**src/dprr_pkg.sv**
```systemverilog
package dprr_pkg;

   // Register offsets (byte addresses on the APB).
   localparam logic [7:0] REG_CTRL = 8'h00;
   localparam logic [7:0] REG_STAT = 8'h04;
   localparam logic [7:0] REG_PAT = 8'h10;

   // Control register fields and reset values.
   localparam int LAT_W = 6;
   localparam int CTL_CL_LSB = 0;
   localparam int CTL_AL_LSB = 6;
   localparam int CTL_PRE_BIT = 12;
   localparam logic [5:0] CL_RST = 6'h0b;
   localparam logic [5:0] AL_RST = 6'h00;
   localparam logic PRE_RST = 1'h0;

   // Status register fields.
   localparam int SB_EN = 0;
   localparam int SB_PAGE = 1;
   localparam int SB_FMT = 3;
   localparam int SB_BL = 5;
   localparam int SB_DBI = 7;
   localparam int SB_BUSY = 8;
   localparam int SB_FERR = 9;
   localparam int SB_OVF = 10;

   // Positions inside the synchronised pin vector.
   localparam int PIN_W = 21;
   localparam int ADDR_W = 14;
   localparam int P_ADDR = 0;
   localparam int P_BA = 14;
   localparam int P_BG0 = 16;
   localparam int P_WR = 17;
   localparam int P_RD = 18;
   localparam int P_MRS = 19;
   localparam int P_CK = 20;

   // Mode register numbers and their bits.
   localparam logic [2:0] MR_ZERO = 3'h0;
   localparam logic [2:0] MR_THREE = 3'h3;
   localparam logic [2:0] MR_FIVE = 3'h5;
   localparam int M0_BL = 0;
   localparam int M3_PAGE = 0;
   localparam int M3_EN = 2;
   localparam int M3_FMT = 11;
   localparam int M5_DBI = 12;
   localparam int A_HALF = 2;
   localparam int A_CHOP = 12;

   // Burst length codes of mode register zero.
   localparam logic [1:0] BL_FIX8 = 2'h0;
   localparam logic [1:0] BL_OTF = 2'h1;
   localparam logic [1:0] BL_FIX4 = 2'h2;

   // Page zero defaults, location 0 in the low byte.
   localparam logic [31:0] PAT_PAGE0_RST = 32'h000f3355;

   // Beat index of the last beat of each burst kind.
   localparam logic [2:0] LAST_BL8 = 3'h7;
   localparam logic [2:0] LAST_BC4 = 3'h3;

   typedef enum logic [1:0] {
      FMT_SERIAL = 2'h0,
      FMT_PARALLEL = 2'h1,
      FMT_STAGGER = 2'h2,
      FMT_RSVD = 2'h3
   } dprr_fmt_t;

   typedef enum logic [2:0] {
      ST_IDLE = 3'h1,
      ST_PRE = 3'h2,
      ST_BURST = 3'h4
   } dprr_state_t;

endpackage

```
**src/dprr_top.sv**
```systemverilog
// Decided for this implementation: the register offsets and the APB interface to the registers.
`timescale 1ns/1ns
// How it works
// Page zero starts with default patterns; link writes persist until reset.
// Page zero reads may use short or long column spacing.
// Pages one to three reads need long column spacing.
// Controller locks loop, precharges all, waits before entering the mode; the testbench issues no precharge, as reset leaves every bank idle.
// Mode register three bit 2 enables the mode; bits 1:0 pick page.
// Bits 12:11 pick serial, parallel or staggered; code 11 never taken.
// Controller waits both mode-set delays before the first pattern read.
// While enabled, every read goes to the bank-addressed location; a read at a full queue with no burst starting is dropped and sets the overflow flag.
// Fixed burst eight or chop four; on-the-fly uses A12.
// Burst eight order 0..7; chop four returns beats 0..3 or 4..7.
// A1:A0 are zero; A10 and other inputs are ignored.
// Data starts one read latency, additive plus column, after the read.
// Controller waits exit delay, clears bit 2, waits update delay.
// Controller uses serial format for readout pages.
// Strobes run with the data as in a normal read, with preamble.
// Serial format puts the same byte on all lanes, MSB first.
// Parallel format reads only location zero.
// Parallel format holds one bit per lane, lane 0 bit 7.
// Sixteen-lane parts repeat the byte on the upper lanes.
// Bus inversion setting is ignored; data is never inverted.
// Staggered lane n returns location addressed plus n, modulo four.
// Controller never issues the reserved code or bad address combinations; the testbench issues format code 11 once to check the error flag.
module dprr_top import dprr_pkg::*; #(
   parameter int DQ_W = 16,
   parameter int QD = 8
) (
   // Clock and reset
   input wire logic mclk_i,
   input wire logic sys_rst_i,
   // APB slave
   input wire logic psel_i,
   input wire logic penable_i,
   input wire logic pwrite_i,
   input wire logic [7:0] paddr_i,
   input wire logic [31:0] pwdata_i,
   output logic [31:0] prdata_o,
   output logic pready_o,
   output logic pslverr_o,
   // Command side of the memory link
   input wire logic ck_i,
   input wire logic mrs_i,
   input wire logic rd_i,
   input wire logic wr_i,
   input wire logic bg0_i,
   input wire logic [1:0] ba_i,
   input wire logic [ADDR_W-1:0] addr_i,
   // Data side of the memory link
   output logic [DQ_W-1:0] dq_o,
   output logic dq_oe_o,
   output logic dqs_o,
   output logic dqs_oe_o
);

   localparam int QA = $clog2(QD);
   localparam int QC = $clog2(QD + 1);

   logic [PIN_W-1:0] sync1_r, sync2_r, sync3_r;
   logic ck_lvl_r, ck_rise, ck_fall;
   logic c_mrs, c_rd, c_wr;
   logic [2:0] c_mr;
   logic [1:0] c_ba;
   logic [ADDR_W-1:0] c_addr;
   logic mpr_en_r, dbi_r, fmt_err_r, ovf_r;
   logic [1:0] page_r, bl_r;
   dprr_fmt_t fmt_r;
   logic [LAT_W-1:0] ctl_cl_r, ctl_al_r;
   logic ctl_pre_r;
   logic [7:0] rl, pre_len, ck_cnt_r;
   logic [7:0] q_due_r [QD];
   logic [1:0] q_loc_r [QD];
   logic q_chop_r [QD];
   logic q_half_r [QD];
   logic [QA-1:0] q_wp_r, q_rp_r;
   logic [QC-1:0] q_cnt_r;
   logic push, pop, start, pre_go, rd_chop;
   dprr_state_t state_r;
   logic [2:0] beat_r, bst_last_r, ui_nx;
   logic [31:0] bst_word_r, page_word_r, mem_rdata, rd_val;
   dprr_fmt_t bst_fmt_r;
   logic [1:0] bst_loc_r;
   logic bst_half_r, rd_mode_q_r, rd_err, acc_done, apb_we, pat_sel;
   logic lnk_pend_r;
   logic [1:0] lnk_loc_r;
   logic [7:0] lnk_data_r;
   logic mem_we;
   logic [1:0] mem_waddr, mem_raddr;
   logic [3:0] mem_wbe;
   logic [31:0] mem_wdata, ctrl_word, stat_word;

   function automatic logic is_pat(input logic [7:0] a);
      return a[7:4] == REG_PAT[7:4];
   endfunction

   // Lane values of one beat for the given format and start location.
   function automatic logic [DQ_W-1:0] lanes(input logic [31:0] w,
         input dprr_fmt_t f, input logic [1:0] loc, input logic [2:0] ui);
      logic [1:0] sel;
      logic [7:0] b;
      lanes = '0;
      for (int i = 0; i < DQ_W; i++) begin
         // staggered location offset
         sel = (f == FMT_STAGGER) ? 2'(loc + 2'(i)) : loc;
         b = w[8*sel +: 8];
         if (f == FMT_PARALLEL) begin
            // one bit per lane
            lanes[i] = w[7 - (i % 8)];
         end else begin
            lanes[i] = b[3'h7 - ui];
         end
      end
   endfunction

   // All link pins are asynchronous to mclk_i.
   always_ff @(posedge mclk_i) begin
      if (sys_rst_i) begin
         sync1_r <= '0;
         sync2_r <= '0;
         sync3_r <= '0;
      end else begin
         sync1_r <= {ck_i, mrs_i, rd_i, wr_i, bg0_i, ba_i, addr_i};
         sync2_r <= sync1_r;
         sync3_r <= sync2_r;
      end
   end

   assign ck_rise = sync2_r[P_CK] & sync3_r[P_CK] & ~ck_lvl_r;
   assign ck_fall = ~sync2_r[P_CK] & ~sync3_r[P_CK] & ck_lvl_r;
   assign c_mrs = sync3_r[P_MRS];
   assign c_rd = sync3_r[P_RD];
   assign c_wr = sync3_r[P_WR];
   assign c_ba = sync3_r[P_BA +: 2];
   assign c_mr = {sync3_r[P_BG0], c_ba};
   assign c_addr = sync3_r[P_ADDR +: ADDR_W];

   always_ff @(posedge mclk_i) begin
      if (sys_rst_i) begin
         ck_lvl_r <= 1'b0;
         ck_cnt_r <= '0;
      end else begin
         if (ck_rise || ck_fall) begin
            ck_lvl_r <= ~ck_lvl_r;
         end
         if (ck_rise) begin
            ck_cnt_r <= ck_cnt_r + 8'h01;
         end
      end
   end

   // Mode registers seen on the link.
   always_ff @(posedge mclk_i) begin
      if (sys_rst_i) begin
         mpr_en_r <= 1'b0;
         page_r <= '0;
         fmt_r <= FMT_SERIAL;
         bl_r <= BL_FIX8;
         dbi_r <= 1'b0;
      end else if (ck_rise && c_mrs) begin
         unique case (c_mr)
            MR_ZERO: bl_r <= c_addr[M0_BL +: 2];
            // enable and page
            MR_THREE: begin
               mpr_en_r <= c_addr[M3_EN];
               page_r <= c_addr[M3_PAGE +: 2];
               // reserved code is not taken
               if (c_addr[M3_FMT +: 2] != FMT_RSVD) begin
                  fmt_r <= dprr_fmt_t'(c_addr[M3_FMT +: 2]);
               end
            end
            MR_FIVE: dbi_r <= c_addr[M5_DBI];
            default: ;
         endcase
      end
   end

   // fixed chop, fixed eight, or A12 when on the fly
   assign rd_chop = (bl_r == BL_FIX4) || (bl_r == BL_OTF && !c_addr[A_CHOP]);
   assign rl = 8'(ctl_cl_r) + 8'(ctl_al_r);
   assign pre_len = ctl_pre_r ? 8'h02 : 8'h01;
   // reads in the mode go to a pattern location
   assign push = ck_rise && c_rd && mpr_en_r && (q_cnt_r != QC'(QD) || pop);
   assign start = ck_rise && q_cnt_r != '0 && q_due_r[q_rp_r] == ck_cnt_r;
   assign pop = start;
   assign pre_go = q_cnt_r != '0 && q_due_r[q_rp_r] == 8'(ck_cnt_r + pre_len);

   // Pending reads wait here until their read latency expires.
   always_ff @(posedge mclk_i) begin
      if (sys_rst_i) begin
         q_wp_r <= '0;
         q_rp_r <= '0;
         q_cnt_r <= '0;
         for (int i = 0; i < QD; i++) begin
            q_due_r[i] <= '0;
            q_loc_r[i] <= '0;
            q_chop_r[i] <= 1'b0;
            q_half_r[i] <= 1'b0;
         end
      end else begin
         if (push) begin
            // due one read latency later
            q_due_r[q_wp_r] <= 8'(ck_cnt_r + rl);
            q_loc_r[q_wp_r] <= c_ba;
            q_chop_r[q_wp_r] <= rd_chop;
            // chop half from A2
            q_half_r[q_wp_r] <= rd_chop & c_addr[A_HALF];
            q_wp_r <= QA'(q_wp_r + 1'b1);
         end
         if (pop) begin
            q_rp_r <= QA'(q_rp_r + 1'b1);
         end
         q_cnt_r <= QC'(q_cnt_r + QC'(push) - QC'(pop));
      end
   end

   // chop from the upper half starts at beat 4
   assign ui_nx = bst_half_r ? {1'b1, 2'(beat_r + 3'h1)} : 3'(beat_r + 3'h1);

   // Output burst; data changes on both link clock edges.
   always_ff @(posedge mclk_i) begin
      if (sys_rst_i) begin
         state_r <= ST_IDLE;
         beat_r <= '0;
         bst_last_r <= LAST_BL8;
         bst_word_r <= '0;
         bst_fmt_r <= FMT_SERIAL;
         bst_loc_r <= '0;
         bst_half_r <= 1'b0;
         dq_o <= '0;
         dq_oe_o <= 1'b0;
         dqs_o <= 1'b0;
         dqs_oe_o <= 1'b0;
      end else if (start) begin
         // first beat at the due edge
         state_r <= ST_BURST;
         beat_r <= '0;
         bst_word_r <= page_word_r;
         bst_fmt_r <= fmt_r;
         bst_loc_r <= q_loc_r[q_rp_r];
         bst_half_r <= q_half_r[q_rp_r];
         bst_last_r <= q_chop_r[q_rp_r] ? LAST_BC4 : LAST_BL8;
         // bus inversion never applied
         dq_o <= lanes(page_word_r, fmt_r, q_loc_r[q_rp_r],
                       {q_half_r[q_rp_r], 2'h0});
         dq_oe_o <= 1'b1;
         // strobe edge with each beat
         dqs_o <= 1'b1;
         dqs_oe_o <= 1'b1;
      end else if ((ck_rise || ck_fall) && state_r == ST_BURST &&
                   beat_r != bst_last_r) begin
         // serial, parallel and staggered lanes
         beat_r <= 3'(beat_r + 3'h1);
         dq_o <= lanes(bst_word_r, bst_fmt_r, bst_loc_r, ui_nx);
         dqs_o <= ~dqs_o;
      end else if (ck_rise && pre_go) begin
         // read preamble holds the strobe low
         state_r <= ST_PRE;
         dq_oe_o <= 1'b0;
         dqs_o <= 1'b0;
         dqs_oe_o <= 1'b1;
      end else if (ck_rise && state_r == ST_BURST) begin
         state_r <= ST_IDLE;
         dq_oe_o <= 1'b0;
         dqs_o <= 1'b0;
         dqs_oe_o <= 1'b0;
      end
   end

   // Pattern writes from the link; only page zero takes them.
   always_ff @(posedge mclk_i) begin
      if (sys_rst_i) begin
         lnk_pend_r <= 1'b0;
         lnk_loc_r <= '0;
         lnk_data_r <= '0;
      end else if (ck_rise && c_wr && mpr_en_r && page_r == 2'h0) begin
         // link writes page zero
         lnk_pend_r <= 1'b1;
         lnk_loc_r <= c_ba;
         lnk_data_r <= c_addr[7:0];
      end else if (!apb_we) begin
         lnk_pend_r <= 1'b0;
      end
   end

   // An APB write wins the port; the link write waits one cycle.
   assign mem_we = apb_we | lnk_pend_r;
   assign mem_waddr = apb_we ? paddr_i[3:2] : 2'h0;
   assign mem_wbe = apb_we ? 4'hf : 4'(4'h1 << lnk_loc_r);
   assign mem_wdata = apb_we ? pwdata_i : {4{lnk_data_r}};
   assign pat_sel = psel_i && is_pat(paddr_i);
   assign mem_raddr = pat_sel ? paddr_i[3:2] : page_r;

   dprr_pat_mem #(.W(32), .D(4), .AW(2)) u_mem (
      .clk_i(mclk_i),
      .rst_i(sys_rst_i),
      .we_i(mem_we),
      .waddr_i(mem_waddr),
      .wbe_i(mem_wbe),
      .wdata_i(mem_wdata),
      .raddr_i(mem_raddr),
      .rdata_o(mem_rdata)
   );

   // The burst copy is refreshed only while APB leaves the read port.
   always_ff @(posedge mclk_i) begin
      if (sys_rst_i) begin
         rd_mode_q_r <= 1'b0;
         page_word_r <= PAT_PAGE0_RST;
      end else begin
         rd_mode_q_r <= ~pat_sel;
         if (rd_mode_q_r && !pat_sel) begin
            page_word_r <= mem_rdata;
         end
      end
   end

   assign acc_done = psel_i && penable_i && pready_o;
   assign apb_we = acc_done && pwrite_i && !rd_err && pat_sel;

   always_comb begin
      ctrl_word = '0;
      ctrl_word[CTL_CL_LSB +: LAT_W] = ctl_cl_r;
      ctrl_word[CTL_AL_LSB +: LAT_W] = ctl_al_r;
      ctrl_word[CTL_PRE_BIT] = ctl_pre_r;
      stat_word = '0;
      stat_word[SB_EN] = mpr_en_r;
      stat_word[SB_PAGE +: 2] = page_r;
      stat_word[SB_FMT +: 2] = fmt_r;
      stat_word[SB_BL +: 2] = bl_r;
      stat_word[SB_DBI] = dbi_r;
      stat_word[SB_BUSY] = state_r != ST_IDLE;
      stat_word[SB_FERR] = fmt_err_r;
      stat_word[SB_OVF] = ovf_r;
   end

   always_comb begin
      rd_val = '0;
      rd_err = 1'b0;
      if (paddr_i[1:0] != 2'h0) begin
         rd_err = 1'b1;
      end else if (is_pat(paddr_i)) begin
         rd_val = mem_rdata;
         rd_err = pwrite_i && paddr_i[3:2] == 2'h0;
      end else if (paddr_i == REG_CTRL) begin
         rd_val = ctrl_word;
      end else if (paddr_i == REG_STAT) begin
         rd_val = stat_word;
      end else begin
         rd_err = 1'b1;
      end
   end

   // Every access answers in its second access cycle.
   always_ff @(posedge mclk_i) begin
      if (sys_rst_i) begin
         pready_o <= 1'b0;
         prdata_o <= '0;
         pslverr_o <= 1'b0;
      end else begin
         pready_o <= psel_i && penable_i && !pready_o;
         if (psel_i && penable_i && !pready_o) begin
            prdata_o <= (pwrite_i || rd_err) ? '0 : rd_val;
            pslverr_o <= rd_err;
         end
      end
   end

   always_ff @(posedge mclk_i) begin
      if (sys_rst_i) begin
         ctl_cl_r <= CL_RST;
         ctl_al_r <= AL_RST;
         ctl_pre_r <= PRE_RST;
      end else if (acc_done && pwrite_i && paddr_i == REG_CTRL) begin
         ctl_cl_r <= pwdata_i[CTL_CL_LSB +: LAT_W];
         ctl_al_r <= pwdata_i[CTL_AL_LSB +: LAT_W];
         ctl_pre_r <= pwdata_i[CTL_PRE_BIT];
      end
   end

   // Sticky flags: a new event in the clearing cycle is kept.
   always_ff @(posedge mclk_i) begin
      if (sys_rst_i) begin
         fmt_err_r <= 1'b0;
         ovf_r <= 1'b0;
      end else begin
         fmt_err_r <= (ck_rise && c_mrs && c_mr == MR_THREE &&
                       c_addr[M3_FMT +: 2] == FMT_RSVD) ||
                      (fmt_err_r && !(acc_done && pwrite_i &&
                       paddr_i == REG_STAT && pwdata_i[SB_FERR]));
         ovf_r <= (ck_rise && c_rd && mpr_en_r && !push) ||
                  (ovf_r && !(acc_done && pwrite_i &&
                   paddr_i == REG_STAT && pwdata_i[SB_OVF]));
      end
   end
endmodule

```
**src/dprr_pat_mem.sv**
```systemverilog
`timescale 1ns/1ns
module dprr_pat_mem import dprr_pkg::*; #(
   parameter int W = 32,
   parameter int D = 4,
   parameter int AW = 2
) (
   // Clock and reset
   input wire logic clk_i,
   input wire logic rst_i,
   // Write port
   input wire logic we_i,
   input wire logic [AW-1:0] waddr_i,
   input wire logic [W/8-1:0] wbe_i,
   input wire logic [W-1:0] wdata_i,
   // Read port
   input wire logic [AW-1:0] raddr_i,
   output logic [W-1:0] rdata_o
);

   logic [W-1:0] mem_r [D];

   // Reset stands for re-initialisation, so the defaults come back.
   genvar g;
   for (g = 0; g < D; g++) begin : g_word
      always_ff @(posedge clk_i) begin
         if (rst_i) begin
            mem_r[g] <= (g == 0) ? W'(PAT_PAGE0_RST) : '0;
         end else if (we_i && waddr_i == AW'(g)) begin
            for (int b = 0; b < W/8; b++) begin
               if (wbe_i[b]) begin
                  mem_r[g][8*b +: 8] <= wdata_i[8*b +: 8];
               end
            end
         end
      end
   end

   always_ff @(posedge clk_i) begin
      if (rst_i) begin
         rdata_o <= '0;
      end else begin
         rdata_o <= mem_r[raddr_i];
      end
   end
endmodule

```
**config.mk**
```make
export PLATFORM = sky130hd
export DESIGN_NAME = dprr_top
export DESIGN_NICKNAME = d
export VERILOG_FILES = /design/src/dprr_pkg.sv /design/src/dprr_top.sv /design/src/dprr_pat_mem.sv
export SDC_FILE = /design/constraint.sdc
export NUM_CORES = 1
export LEC_CHECK = 0
export ABC_CLOCK_PERIOD_IN_PS = 4400
export BUFFER_PORTS_ARGS = -buffer_cell sky130_fd_sc_hd__buf_2
export CAP_MARGIN = 5
export CORE_UTILIZATION = 45
export DETAILED_ROUTE_END_ITERATION = 8
export PLACE_DENSITY_LB_ADDON = 0.3
export SYNTH_ARGS = -nofsm -noshare
export SYNTH_HDL_FRONTEND = slang
export SYNTH_SLANG_ARGS = --single-unit
```
**constraint.sdc**
```tcl
create_clock -name mclk_i -period 4.4 [get_ports mclk_i]
set_clock_uncertainty 0.2 [all_clocks]
set_input_delay 0.22 -clock mclk_i [delete_from_list [all_inputs] [get_ports mclk_i]]
set_output_delay 0.22 -clock mclk_i [all_outputs]
set_load 0.02 [all_outputs]
```
# Word-level counts from Yosys, hierarchy flattened
# Memories as Yosys holds them, arrays and structs flattened. A register that Yosys moved wholly into a read port is not among the register bits.
# Index checks and enable logic that the tools add are counted.
classes:
  n_reduce_logical: 72
  shift: 9
  magnitude_cmp: 2
  add_sub_neg: 17
  eq_ne: 23
  n_bitwise: 28
  n_mux: 164
op_table:
  columns: ["op", "count"]
  rows:
  - ["$shiftx 32x6->8", 8]
  - ["$mux 8", 17]
  - ["$mux 32", 4]
  - ["$mux 1", 102]
  - ["$mux 3", 18]
  - ["$logic_and 1x1->1", 37]
  - ["$mux 16", 2]
  - ["$bmux 1 s3", 8]
  - ["$mux 2", 10]
  - ["$or 1x1->1", 17]
  - ["$eq 8x8->1", 2]
  - ["$mux 13", 1]
  - ["$eq 2x2->1 const B", 6]
  - ["$mux 11", 1]
  - ["$reduce_and 2->1", 5]
  - ["$add 3x1->3 const B", 3]
  - ["$add 2x2->2 const B", 4]
  - ["$add 8x1->8 const B", 1]
  - ["$add 8x2->8", 1]
  - ["$add 8x7->8", 1]
  - ["$eq 2x1->1 const B", 4]
  - ["$eq 8x3->1 const B", 1]
  - ["$logic_not 8->1", 1]
  - ["$lt 3x4->1 const B", 2]
  - ["28 further kinds", 59]
word_totals:
  memories: 5
  mem_bits_rw: 224
  register_bits: 248
  word_cells: 358
  inputBits: 66
  out_inout_bits: 53
mem_list:
  columns: ["memory", "depth", "width", "rd", "rd_clocked_by_memory_dff", "wr", "line_no", "rtl"]
  rows:
  - ["u_mem.mem_r", 4, 32, 1, 1, 4, "dprr_pat_mem.sv:20", "logic [W-1:0] mem_r [D];"]
  - ["q_due_r", 8, 8, 1, 1, 8, "dprr_top.sv:72", "logic [7:0] q_due_r [QD];"]
  - ["q_loc_r", 8, 2, 1, 1, 8, "dprr_top.sv:73", "logic [1:0] q_loc_r [QD];"]
  - ["q_chop_r", 8, 1, 1, 1, 8, "dprr_top.sv:74", "logic q_chop_r [QD];"]
  - ["q_half_r", 8, 1, 1, 1, 8, "dprr_top.sv:75", "logic q_half_r [QD];"]

# Longest topological paths before layout
# Gate-level depths: netlist (run 1).
depth:
  depth_word: 15
  ltp_mapped: 19
  ltp_nobuf: 13

# Hierarchy
# From an unflattened synthesis (run 1), not the netlist that was laid out.
hier_totals:
  hier_cells: 2165
  area_unflattened_um2: 22206.3
by_module_without_submodules:
  columns: ["module", "n_inst", "seq_area_each_um2", "cells_per_inst", "area_each_um2"]
  rows:
  - ["dprr_top", 1, 7447.1, 1673, 15632.5]
  - ["dprr_pat_mem", 1, 4484.3, 492, 6573.8]

# Worst setup path after synthesis (run 1)
# OpenSTA, ideal clock, no wires.
synth_timing:
  kind: "register to register"
  from: "reg with a tool-made name"
  to: "mem q_chop_r[1] (enable)"
  setup_ns: 0.400
  arrival_time_ns: 3.660
  period_less_slack_ns: 4.260
  stages_incl_launch_ff: 13
  n_path_buf: 5
  required_ns: 3.800
  slack_ns: 0.140
  cell_sequence: "dfxtp_1 buf_2 buf_1 mux4_2 a21oi_2 xor2_1 nand4_1 or4_1 buf_2 a21o_1 buf_6 buf_6 o31ai_1"
synth_lines:
  columns: ["element", "line_no"]
  rows:
  - ["end, declared", "dprr_top.sv:74"]

==> flow_summary.toml, run 1 <==
[outcome]
status = "finished, final reports clean"

[placement]
dp_hpwl_um = 39500
port_buffers = 114
routabilityCongestion = 0.911

[sta]
rsz0062_at_grt = "false"
setup_tns_ns = 0
fin_crit_ns = 4.12
setup_viol = 0
period_share_pct = 93.7
maxSlewHeadroom_pct = 21.7
hold_viol_final = 0
max_freq_ghz = 0.243
worst_slew_pin_slew_ns = 1.16
holdWs_ns = 0.0514
maxSlewViolCount = 0

[global_routing]
grt_pass1_vias = 15307
grt_usage_pct = 23.5
grt_max_degree = 95
grt_pass1_wl_um = 89600
antenna_found_initial = 3
grt-ovfl-total = 0

[detailed_routing]
drt_iter0_markers = 1452
firstDrtPassIters = 5
wl_per_cell_um = 21.0
postRouteAntennaNets = 0
routed_via_density = 5.72
routed_wl_um = 58100
vias = 15847
drc = 0

[logic_synthesis]
yosysTopAreaCell = "edfxtp_1"
netlist_instances = 1972
syn_nets = 2064
netlist_top_cells_area = "edfxtp_1, dfxtp_1, mux4_2, mux2i_1, nor2_1"
synth_cell_types = 73
syn-cell-area_um2 = 21800
dominantRegCellSynth = "dfxtp_1"
yosysWarnings = 0
synth_top_area_share_pct = 30.9
ys_seq_area_share_pct = 54.7
synth-edff-count = 224
syn_area_per_cell_um2 = 11.1
ys_seq_elements = 484
synth-async-reset-ratio_pct = 0

[setup_path]
cp_max_fo = 62
crit_required_ns = 4.67
critPathLaunchType = "flip-flop"
critPathCaptureType = "flip-flop"
crit_type = "reg -> reg"
cp_data_arrival_time_ns = 4.39

[floorplan]
fp.dieArea_um2 = 49300
io_pins = 119
chipWidth_um = 222
die-height_um = 222
std_cell_rows = 80
core_area_um2 = 47700
start_util_pct = 45.6

[final_layout]
multi_input_area_um2 = 9170
regArea_um2 = 11900
utilization_pct = 53.0
final_nets = 2203
syn2layout_area_growth_pct = 16.2
nFillCells = 4026
drive_gt1_share_pct = 16.5

[clock_network]
clk_pin_slew_ns = 0.06
clockBufferDepth = 3
cts_sinks = 484
cts_buffers = 49
cts_tree = "done"
worst_skew_pair.late_latency_ns = 0.59
post_cts_buffers = 0
htree_levels = 2
cts-root-buf = "clkbuf_16"

[hold_path]
min_path_type = "in -> reg"

[power_and_ir_drop]
power_density_nw_per_um2 = 374
leakagePower_nw = 9.59
peakVddDrop_v = 0.000368

[flow_run]
drv_cap = 0
-- cell families (layout without fill, tap and decap cells) --
family                     after synthesis  count (layout)  synth area share (%)
xor gates and xnor gates                35              35                  1.54
other                                    0               3                     0
AOI/OAI and AO/OA                      252             252                  7.62
buffers and inverters                  172             352                  3.35
adders and majority gates               26              26                  1.80
muxes                                  196             196                  12.8
DFF                                    484             484                  54.7
and+or+nand+nor                        807             807                  18.1
-- report_power, final --
group | leakage [nW] | switching [mW] | internal, mW | total (mW)
clock network | 0.838 | 1.72 | 2.53 | 4.25
registers | 4.37 | 0.0558 | 4.81 | 4.87
logic | 4.39 | 0.212 | 0.150 | 0.362
-- synthesized netlist by cell type, types with 4 or more instances --
cell type    n
nor2b_1     83
ha_1        17
nor3b_1      4
nand3_1     39
inv_1       24
o211ai_1     7
xnor2_1     15
a21oi_1     82
fa_1         9
xor2_1      18
clkbuf_1    99
a211oi_1    12
and2_1      57
and3_1      30
a222oi_1    12
and4_1       5
nand2b_1    23
o21bai_1     6
buf_6        4
nor3_1      95
nand2_1    160
or3_1        4
buf_1       16
nor4b_2      7
a21boi_0     5
a31oi_1      9
nand3b_1     8
o31ai_1      7
o22ai_1      9
buf_4        8
edfxtp_1   224
a21o_1       8
mux4_2      65
a22oi_1     22
buf_2       20
nor4_1       9
mux2_2      19
o21ai_0     37
o22a_1       4
dfxtp_1    260
nor2_1     261
nand4_1      9
mux2i_1    112
-- per-stage QoR --
step	std cells	worst slack, ns	instance area [µm²]	power (mW)
floorplan	1972	0.140	21800	5.13
global placement	2606	0.242	23000	5.26
detailed placement	2606	0.191	23000	5.28
CTS	2766	0.172	25300	9.54
global route	2770	0.0478	25300	9.77
finish	2770	0.278	25300	9.48
-- worst max-delay path, cell delays in order, from the launching register on --
cell and delay (ns):
dfxtp_1 0.35, buf_12 0.23, mux4_2 0.56, mux2i_1 0.30, xor2_1 0.24, nand4_1 0.12, or4_2 0.83, buf_4 0.41
o21bai_1 0.32, o32a_1 0.36
-- repair_timing --
item | 4_1_cts | 5_1_grt
hold buffers | 68 | 0
hold endpoints to repair | 169 | 0
resized for setup | 0 | 1
setup endpoints to repair | 0 | 30
-- state kept, by name, indices dropped and copies added, names as in the netlist, 8 cells and up, named ones only --
register and count:
bst_word_r 32, ck_cnt_r 8, dq_o 8, lnk_data_r 8, page_word_r 32, prdata_o 32
q_chop_r 8, q_due_r 64, q_half_r 8, q_loc_r 16, sync1_r 17, sync2_r 17
sync3_r 17, u_mem.mem_r 128, u_mem.rdata_o 32
-- metal layers --
metal  wire, µm  track usage (%)  share of wire (%)
met5          0                0                  0
met4       1800             7.93                3.1
met3       4330             4.04                7.5
met2      27200             37.3                 47
met1      24800             32.5                 43
-- final timing paths --
path                 endpoint        start  depth (start not counted)  slack [ns]
setup / recovery     dq_o[13]    flip-flop                          9        0.28
hold / removal      pslverr_o   paddr_i[0]                          5        0.05
setup reg to reg     dq_o[13]    flip-flop                          9        0.28
hold reg to reg   sync3_r[14]  sync2_r[14]                          1        0.23
-- cell usage in the layout, fill, tap and decap left out, drive strengths merged, types with 10 or more instances in the layout --
master | netlist | final
a22oi | 22 | 22
nand2b | 23 | 23
nand2 | 160 | 160
xnor2 | 15 | 15
dlygate4sd3 | 0 | 68
clkbuf | 99 | 78
xor2 | 18 | 18
nor4b | 10 | 10
nand3 | 39 | 39
nor2 | 261 | 261
ha | 17 | 17
o21ai | 37 | 37
a211oi | 12 | 12
nor3 | 95 | 95
edfxtp | 224 | 224
dfxtp | 260 | 260
and3 | 30 | 30
a222oi | 12 | 12
mux4 | 65 | 65
inv | 24 | 27
buf | 48 | 166
nor2b | 83 | 83
a21oi | 84 | 84
mux2i | 112 | 112
mux2 | 19 | 19
and2 | 58 | 58
-- area by class of cell --
cell class | instances | share of cell area, %
flip-flops and latches | 484 | 47.1
inverters | 25 | 0.371
repair buffers | 235 | 6.67
clock buffers | 77 | 5.94
multi-input cells | 1316 | 36.2
well taps | 615 | 3.04
clock inverters | 15 | 0.637
diodes | 3 | 0.0296
Note: power is estimated with default switching activity, not from simulation.
==> run 2, diff against run 1 <==
--- a/config.mk
+++ b/config.mk
@@ -6,7 +6,7 @@
 export NUM_CORES = 1
 export LEC_CHECK = 0
 export ABC_CLOCK_PERIOD_IN_PS = 4400
-export BUFFER_PORTS_ARGS = -buffer_cell sky130_fd_sc_hd__buf_2
+export BUFFER_PORTS_ARGS = -buffer_cell sky130_fd_sc_hd__buf_4
 export CAP_MARGIN = 5
 export CORE_UTILIZATION = 45
 export DETAILED_ROUTE_END_ITERATION = 8
==> run 2 against run 1 <==
Effect of this change: register-to-register slack about the same; global-route usage decreased by 0.14 points; sequential cell count unchanged; critical path depth unchanged.
==> flow_summary.toml, run 2 (synthesis gave the netlist of run 1 again) <==
[power_and_ir_drop]
clkPwrFrac_pct = 44.7
finalPower_mw = 9.50
combPwrFrac_pct = 4.0
p_sw_mw = 1.99
p_seq_share_pct = 51.2
power_density_nw_per_um2 = 371
sw_frac_of_total_pct = 20.9
intPower_mw = 7.51
leakagePower_nw = 9.64
peakVddDrop_v = 0.000344

[final_layout]
final_nets = 2207
num_antenna_cells = 0
top_register = "u_mem.mem_r"
largest_reg_flops = 128
layout_commonest_cell = "nor2_1"
final_cell_mix = "nor2_1, dfxtp_1, edfxtp_1, buf_4, nand2_1"
drive_gt1_share_pct = 16.3
nFillCells = 4010
reg.largest.list = "u_mem.mem_r x128, q_due_r x64"
syn2layout_area_growth_pct = 17.5

[sta]
maxSlewViolCount = 0
hold_viol_final = 0
maxSlewHeadroom_pct = 21.7
setup_tns_ns = 0
setup_viol = 0
fin_crit_ns = 4.13
period_share_pct = 93.8
worst_slew_pin_slew_ns = 1.17
max_freq_ghz = 0.242
rsz0062_at_grt = "false"

[floorplan]
io_pins = 119
std_cell_rows = 80
core_area_um2 = 47700
chipWidth_um = 222
fp.dieArea_um2 = 49300
start_util_pct = 45.6
die-height_um = 222

[setup_path]
cp_data_arrival_time_ns = 4.37
crit_buf_inv = 2
setup.worst_path.end = "dq_o[13]"
r2r-end = "dq_o[13]"
crit_slowest_cell = "or4_2"
cp_max_fo = 63
path_cells = "buf_12 > mux4_2 > mux2i_1 > xor2_1 > nand4_1 > or4_2 > buf_4 > o21bai_1 > o32a_1"
crit_type = "reg -> reg"
path_delay_family = "simple AND/OR/NAND/NOR gates"
r2r_setup_slack_ns = 0.27
reg2reg_depth = 9
crit_required_ns = 4.64
critPathLaunchType = "flip-flop"
critPathCaptureType = "flip-flop"
crit_path_max_incr_delay_ns = 0.80
critical_path_depth = 9

[detailed_routing]
firstDrtPassIters = 6
wl_per_cell_um = 21.0
routed_via_density = 5.73
drt_iter0_markers = 1396
vias = 15874
drc = 0
routed_wl_um = 58200
postRouteAntennaNets = 0

[clock_network]
worst_skew_pair.late_latency_ns = 0.57
htree_levels = 2
cts_sinks = 484
cts-root-buf = "clkbuf_16"
cts_buffers = 48
clk_pin_slew_ns = 0.06
clockBufferDepth = 3
post_cts_buffers = 0
cts_tree = "done"

[placement]
dp_hpwl_um = 39700
routabilityCongestion = 0.902
port_buffers = 114

[global_routing]
grt_usage_pct = 23.3
grt-ovfl-total = 0
grt_max_degree = 98
grt_pass1_vias = 15281
grt_pass1_wl_um = 89400
antenna_found_initial = 1

[hold_path]
min_path_type = "in -> reg"

[flow_run]
drv_cap = 0

[outcome]
status = "finished, final reports clean"
-- run 2: cell count changes in the layout (fill, tap and decap cells not counted), sizes merged --
cell	change
dlygate4sd3	+1
clkbuf	-16
diode	-3
clkinv	+8
bufinv	+3
inv	+2
buf	+4
-- run 2: power by group through the flow --
stage	sequential (mW)	clock [mW]	combinational, mW
after CTS	4.87	4.31	0.379
after detailed placement	4.97	0	0.330
after floorplan	4.94	0	0.190
after global routing	4.88	4.48	0.412
after global placement	4.96	0	0.325
final	4.87	4.25	0.384
-- run 2: how the worst min path moves through the flow --
stage,startpoint,endpoint,slack [ns],cells after the start
after detailed placement,sync1_r[3],sync2_r[3],0.22,1
after global placement,sync1_r[14],sync2_r[14],0.22,1
after floorplan,paddr_i[4],rd_mode_q_r,0.13,1
after global routing,paddr_i[4],prdata_o[8],0.11,5
final,paddr_i[0],pslverr_o,0.05,5
after CTS,paddr_i[0],pslverr_o,0.03,5
-- run 2: worst reg2reg max path: cells and delay by family, from the launching register on --
kind            cells  cell delay [ns]
compound gates      2             0.73
flops               1             0.35
buf+inv             2             0.65
xor+xnor            1             0.29
mux                 2             0.87
simple gates        2             0.92
-- run 2: layout make-up --
type	count	area [µm²]	share of cell area, %
Multi-Input combinational cell	1316	9170	35.8
Tap cell	615	769	3.00
Sequential cell	484	11900	46.6
Inverter	25	93.8	0.366
Clock buffer	61	1350	5.29
Clock inverter	28	294	1.15
Timing Repair Buffer	240	2000	7.83
-- run 2: what timing repair did --
action | in CTS | in global routing
setup endpoints to repair | 0 | 14
resized for setup | 0 | 3
hold buffers | 69 | 0
hold endpoints to repair | 177 | 0
-- run 2: per-stage QoR --
step                utilization [%]  cells  instance area (µm²)  setup slack (ns)  hold slack [ns]
CTS                            53.6   2768                25600             0.131           0.0308
floorplan                         -   1972                21800             0.140            0.128
detailed placement             48.7   2610                23300             0.218            0.220
global route                   53.6   2769                25600            0.0820            0.107
finish                         53.6   2769                25600             0.271           0.0478
global placement               48.7   2610                23300             0.215            0.218
-- run 2: per-layer routing --
metal | vias to the layer above | track usage (%) | routed length, µm
met5 | - | 0 | 0
met2 | 636 | 37.2 | 27000
met4 | 0 | 7.48 | 1710
li1 | 7398 | - | -
met1 | 7742 | 32.2 | 25000
met3 | 98 | 4.04 | 4500
==> run 3, diff against run 2 <==
--- a/config.mk
+++ b/config.mk
@@ -7,8 +7,10 @@
 export LEC_CHECK = 0
 export ABC_CLOCK_PERIOD_IN_PS = 4400
 export BUFFER_PORTS_ARGS = -buffer_cell sky130_fd_sc_hd__buf_4
-export CAP_MARGIN = 5
-export CORE_UTILIZATION = 45
+export CAP_MARGIN = 20
+export CELL_PAD_IN_SITES_DETAIL_PLACEMENT = 0
+export CELL_PAD_IN_SITES_GLOBAL_PLACEMENT = 2
+export CORE_UTILIZATION = 37
 export DETAILED_ROUTE_END_ITERATION = 8
 export PLACE_DENSITY_LB_ADDON = 0.3
 export SYNTH_ARGS = -nofsm -noshare
==> run 3 against run 2 <==
Effect of this change: critical path depth grew 1; clock-buffer cell count up 7; global-route usage is 3.0 points lower; critical endpoint is now dq_o[9]; critical path type unchanged; largest power group unchanged; combinational power down 2%; design area grew 1.8%; largest cell class unchanged; via count down 1.7%.
==> flow_summary.toml, run 3 (synthesis gave the netlist of run 1 again) <==
[setup_path]
critPathCaptureType = "flip-flop"
critPathLaunchType = "flip-flop"
crit_type = "reg -> reg"
crit_slowest_cell = "or4_4"
cp_data_arrival_time_ns = 4.21
setup.worst_path.end = "dq_o[9]"
reg2reg_depth = 10
path_cells = "buf_12 > mux4_2 > nor2b_1 > a21oi_2 > xor2_1 > nand4_1 > or4_4 > buf_4 > o21bai_1 > o32a_1"
critical_path_depth = 10
crit_path_max_incr_delay_ns = 0.62
path_delay_family = "simple AND/OR/NAND/NOR gates"
r2r_setup_slack_ns = 0.48
crit_buf_inv = 2
cp_max_fo = 62
r2r-end = "dq_o[9]"
crit_required_ns = 4.69

[clock_network]
cts-root-buf = "clkbuf_16"
ctsResizeCount = 0
cts_sinks = 484
clockBufferDepth = 3
worst_skew_pair.late_latency_ns = 0.61
htree_levels = 2
cts_buffers = 53
cts_tree = "done"
clk_pin_slew_ns = 0.06

[sta]
setup_tns_ns = 0
rsz0062_at_grt = "false"
hold_viol_final = 0
setup_viol = 0
maxSlewHeadroom_pct = 28.8
setup_ws_ns = 0.484
holdWs_ns = 0.0288
maxSlewViolCount = 0
worst_slew_pin_slew_ns = 1.06
fin_crit_ns = 3.92
max_freq_ghz = 0.255
period_share_pct = 89.0

[hold_path]
min_path_type = "in -> reg"

[final_layout]
layout_commonest_cell = "nor2_1"
final_nets = 2199
reg.largest.list = "u_mem.mem_r x128, q_due_r x64"
top_register = "u_mem.mem_r"
nFillCells = 5481
stdcell_area_um2 = 26100
largest_reg_flops = 128
syn2layout_area_growth_pct = 19.6
final_cell_mix = "nor2_1, dfxtp_1, edfxtp_1, nand2_1, buf_4"
drive_gt1_share_pct = 17.4

[detailed_routing]
drt_iter0_markers = 1357
routed_via_density = 5.35
routed_wl_um = 61200
vias = 15604
postRouteAntennaNets = 0
drc = 0
firstDrtPassIters = 6
wl_per_cell_um = 21.0

[global_routing]
grt_pass1_vias = 15013
grt_usage_pct = 20.3
grt_pass1_wl_um = 92700
grt_max_degree = 141
grt-ovfl-total = 0
antenna_found_initial = 1

[placement]
dpl-instance-area_um2 = 23500
dp_slack_ns = 0.472
port_buffers = 114
routabilityCongestion = 0.861
dp_hpwl_um = 42100

[power_and_ir_drop]
finalPower_mw = 10.1
power_density_nw_per_um2 = 388
peakVddDrop_v = 0.000379
leakagePower_nw = 9.75

[outcome]
status = "finished, final reports clean"

[floorplan]
std_cell_rows = 88
fp.dieArea_um2 = 59900
die-height_um = 245
chipWidth_um = 245
core_area_um2 = 57900
start_util_pct = 37.6
io_pins = 119

[flow_run]
drv_cap = 0
-- run 3: cell types whose count changed in the layout (fill, tap and decap cells not counted), moves of 4 or more --
cell / delta
buf_4: -7
buf_12: +4
clkinvlp_4: +4
clkbuf_1: -4
clkbuf_16: +9
clkinv_1: -4
dlygate4sd3_1: -14
-- run 3: layout make-up --
class                           instances  area [µm²]  area share, %
Inverter                               25        93.8          0.360
Antenna cell                            2        5.00         0.0192
Timing Repair Buffer                  227        1940           7.46
Multi-Input combinational cell       1316        9170           35.2
Tap cell                              765         957           3.67
Clock inverter                         32         379           1.45
Sequential cell                       484       11900           45.8
Clock buffer                           68        1590           6.10
-- run 3: how the worst min path moves through the flow --
stage / startpoint / cells after the start / end / slack (ns)
after floorplan: paddr_i[4] / 1 / rd_mode_q_r / 0.13
after global placement: sync1_r[6] / 1 / sync2_r[6] / 0.22
after detailed placement: sync2_r[17] / 1 / sync3_r[17] / 0.22
after CTS: paddr_i[4] / 5 / prdata_o[8] / 0.01
after global routing: paddr_i[4] / 5 / prdata_o[8] / 0.04
final: paddr_i[4] / 5 / pslverr_o / 0.03
-- run 3: layer usage --
layer | share of wire, % | vias up | GRT usage, %
li1 | - | 7378 | -
met1 | 46 | 7692 | 28.6
met2 | 46 | 441 | 32.2
met3 | 5.4 | 93 | 2.66
met4 | 2.7 | 0 | 6.58
met5 | 0 | - | 0
-- run 3: stage by stage --
step | util [%] | instances
final | 45.0 | 2919
after global routing | 45.0 | 2918
after CTS | 44.9 | 2914
after detailed placement | 40.6 | 2759
after global placement | 40.5 | 2755
after floorplan | - | 1972
-- run 3: worst min-delay path, cell delays in order --
cell	delay, ns
buf_4	0.14
nand4b_1	0.09
o2111ai_1	0.17
mux2i_1	0.10
nor2_1	0.07
-- run 3: power by group --
| part | switching, mW | total (mW) | internal (mW) |
|---|---|---|---|
| registers | 0.0569 | 4.87 | 4.81 |
| clock network | 1.89 | 4.87 | 2.98 |
| logic | 0.213 | 0.377 | 0.165 |
| total | 2.16 | 10.1 | 7.96 |
-- run 3: timing repair --
action                    in CTS  in global routing
hold endpoints to repair     153                  0
setup buffers                  0                  0
hold buffers                  55                  0
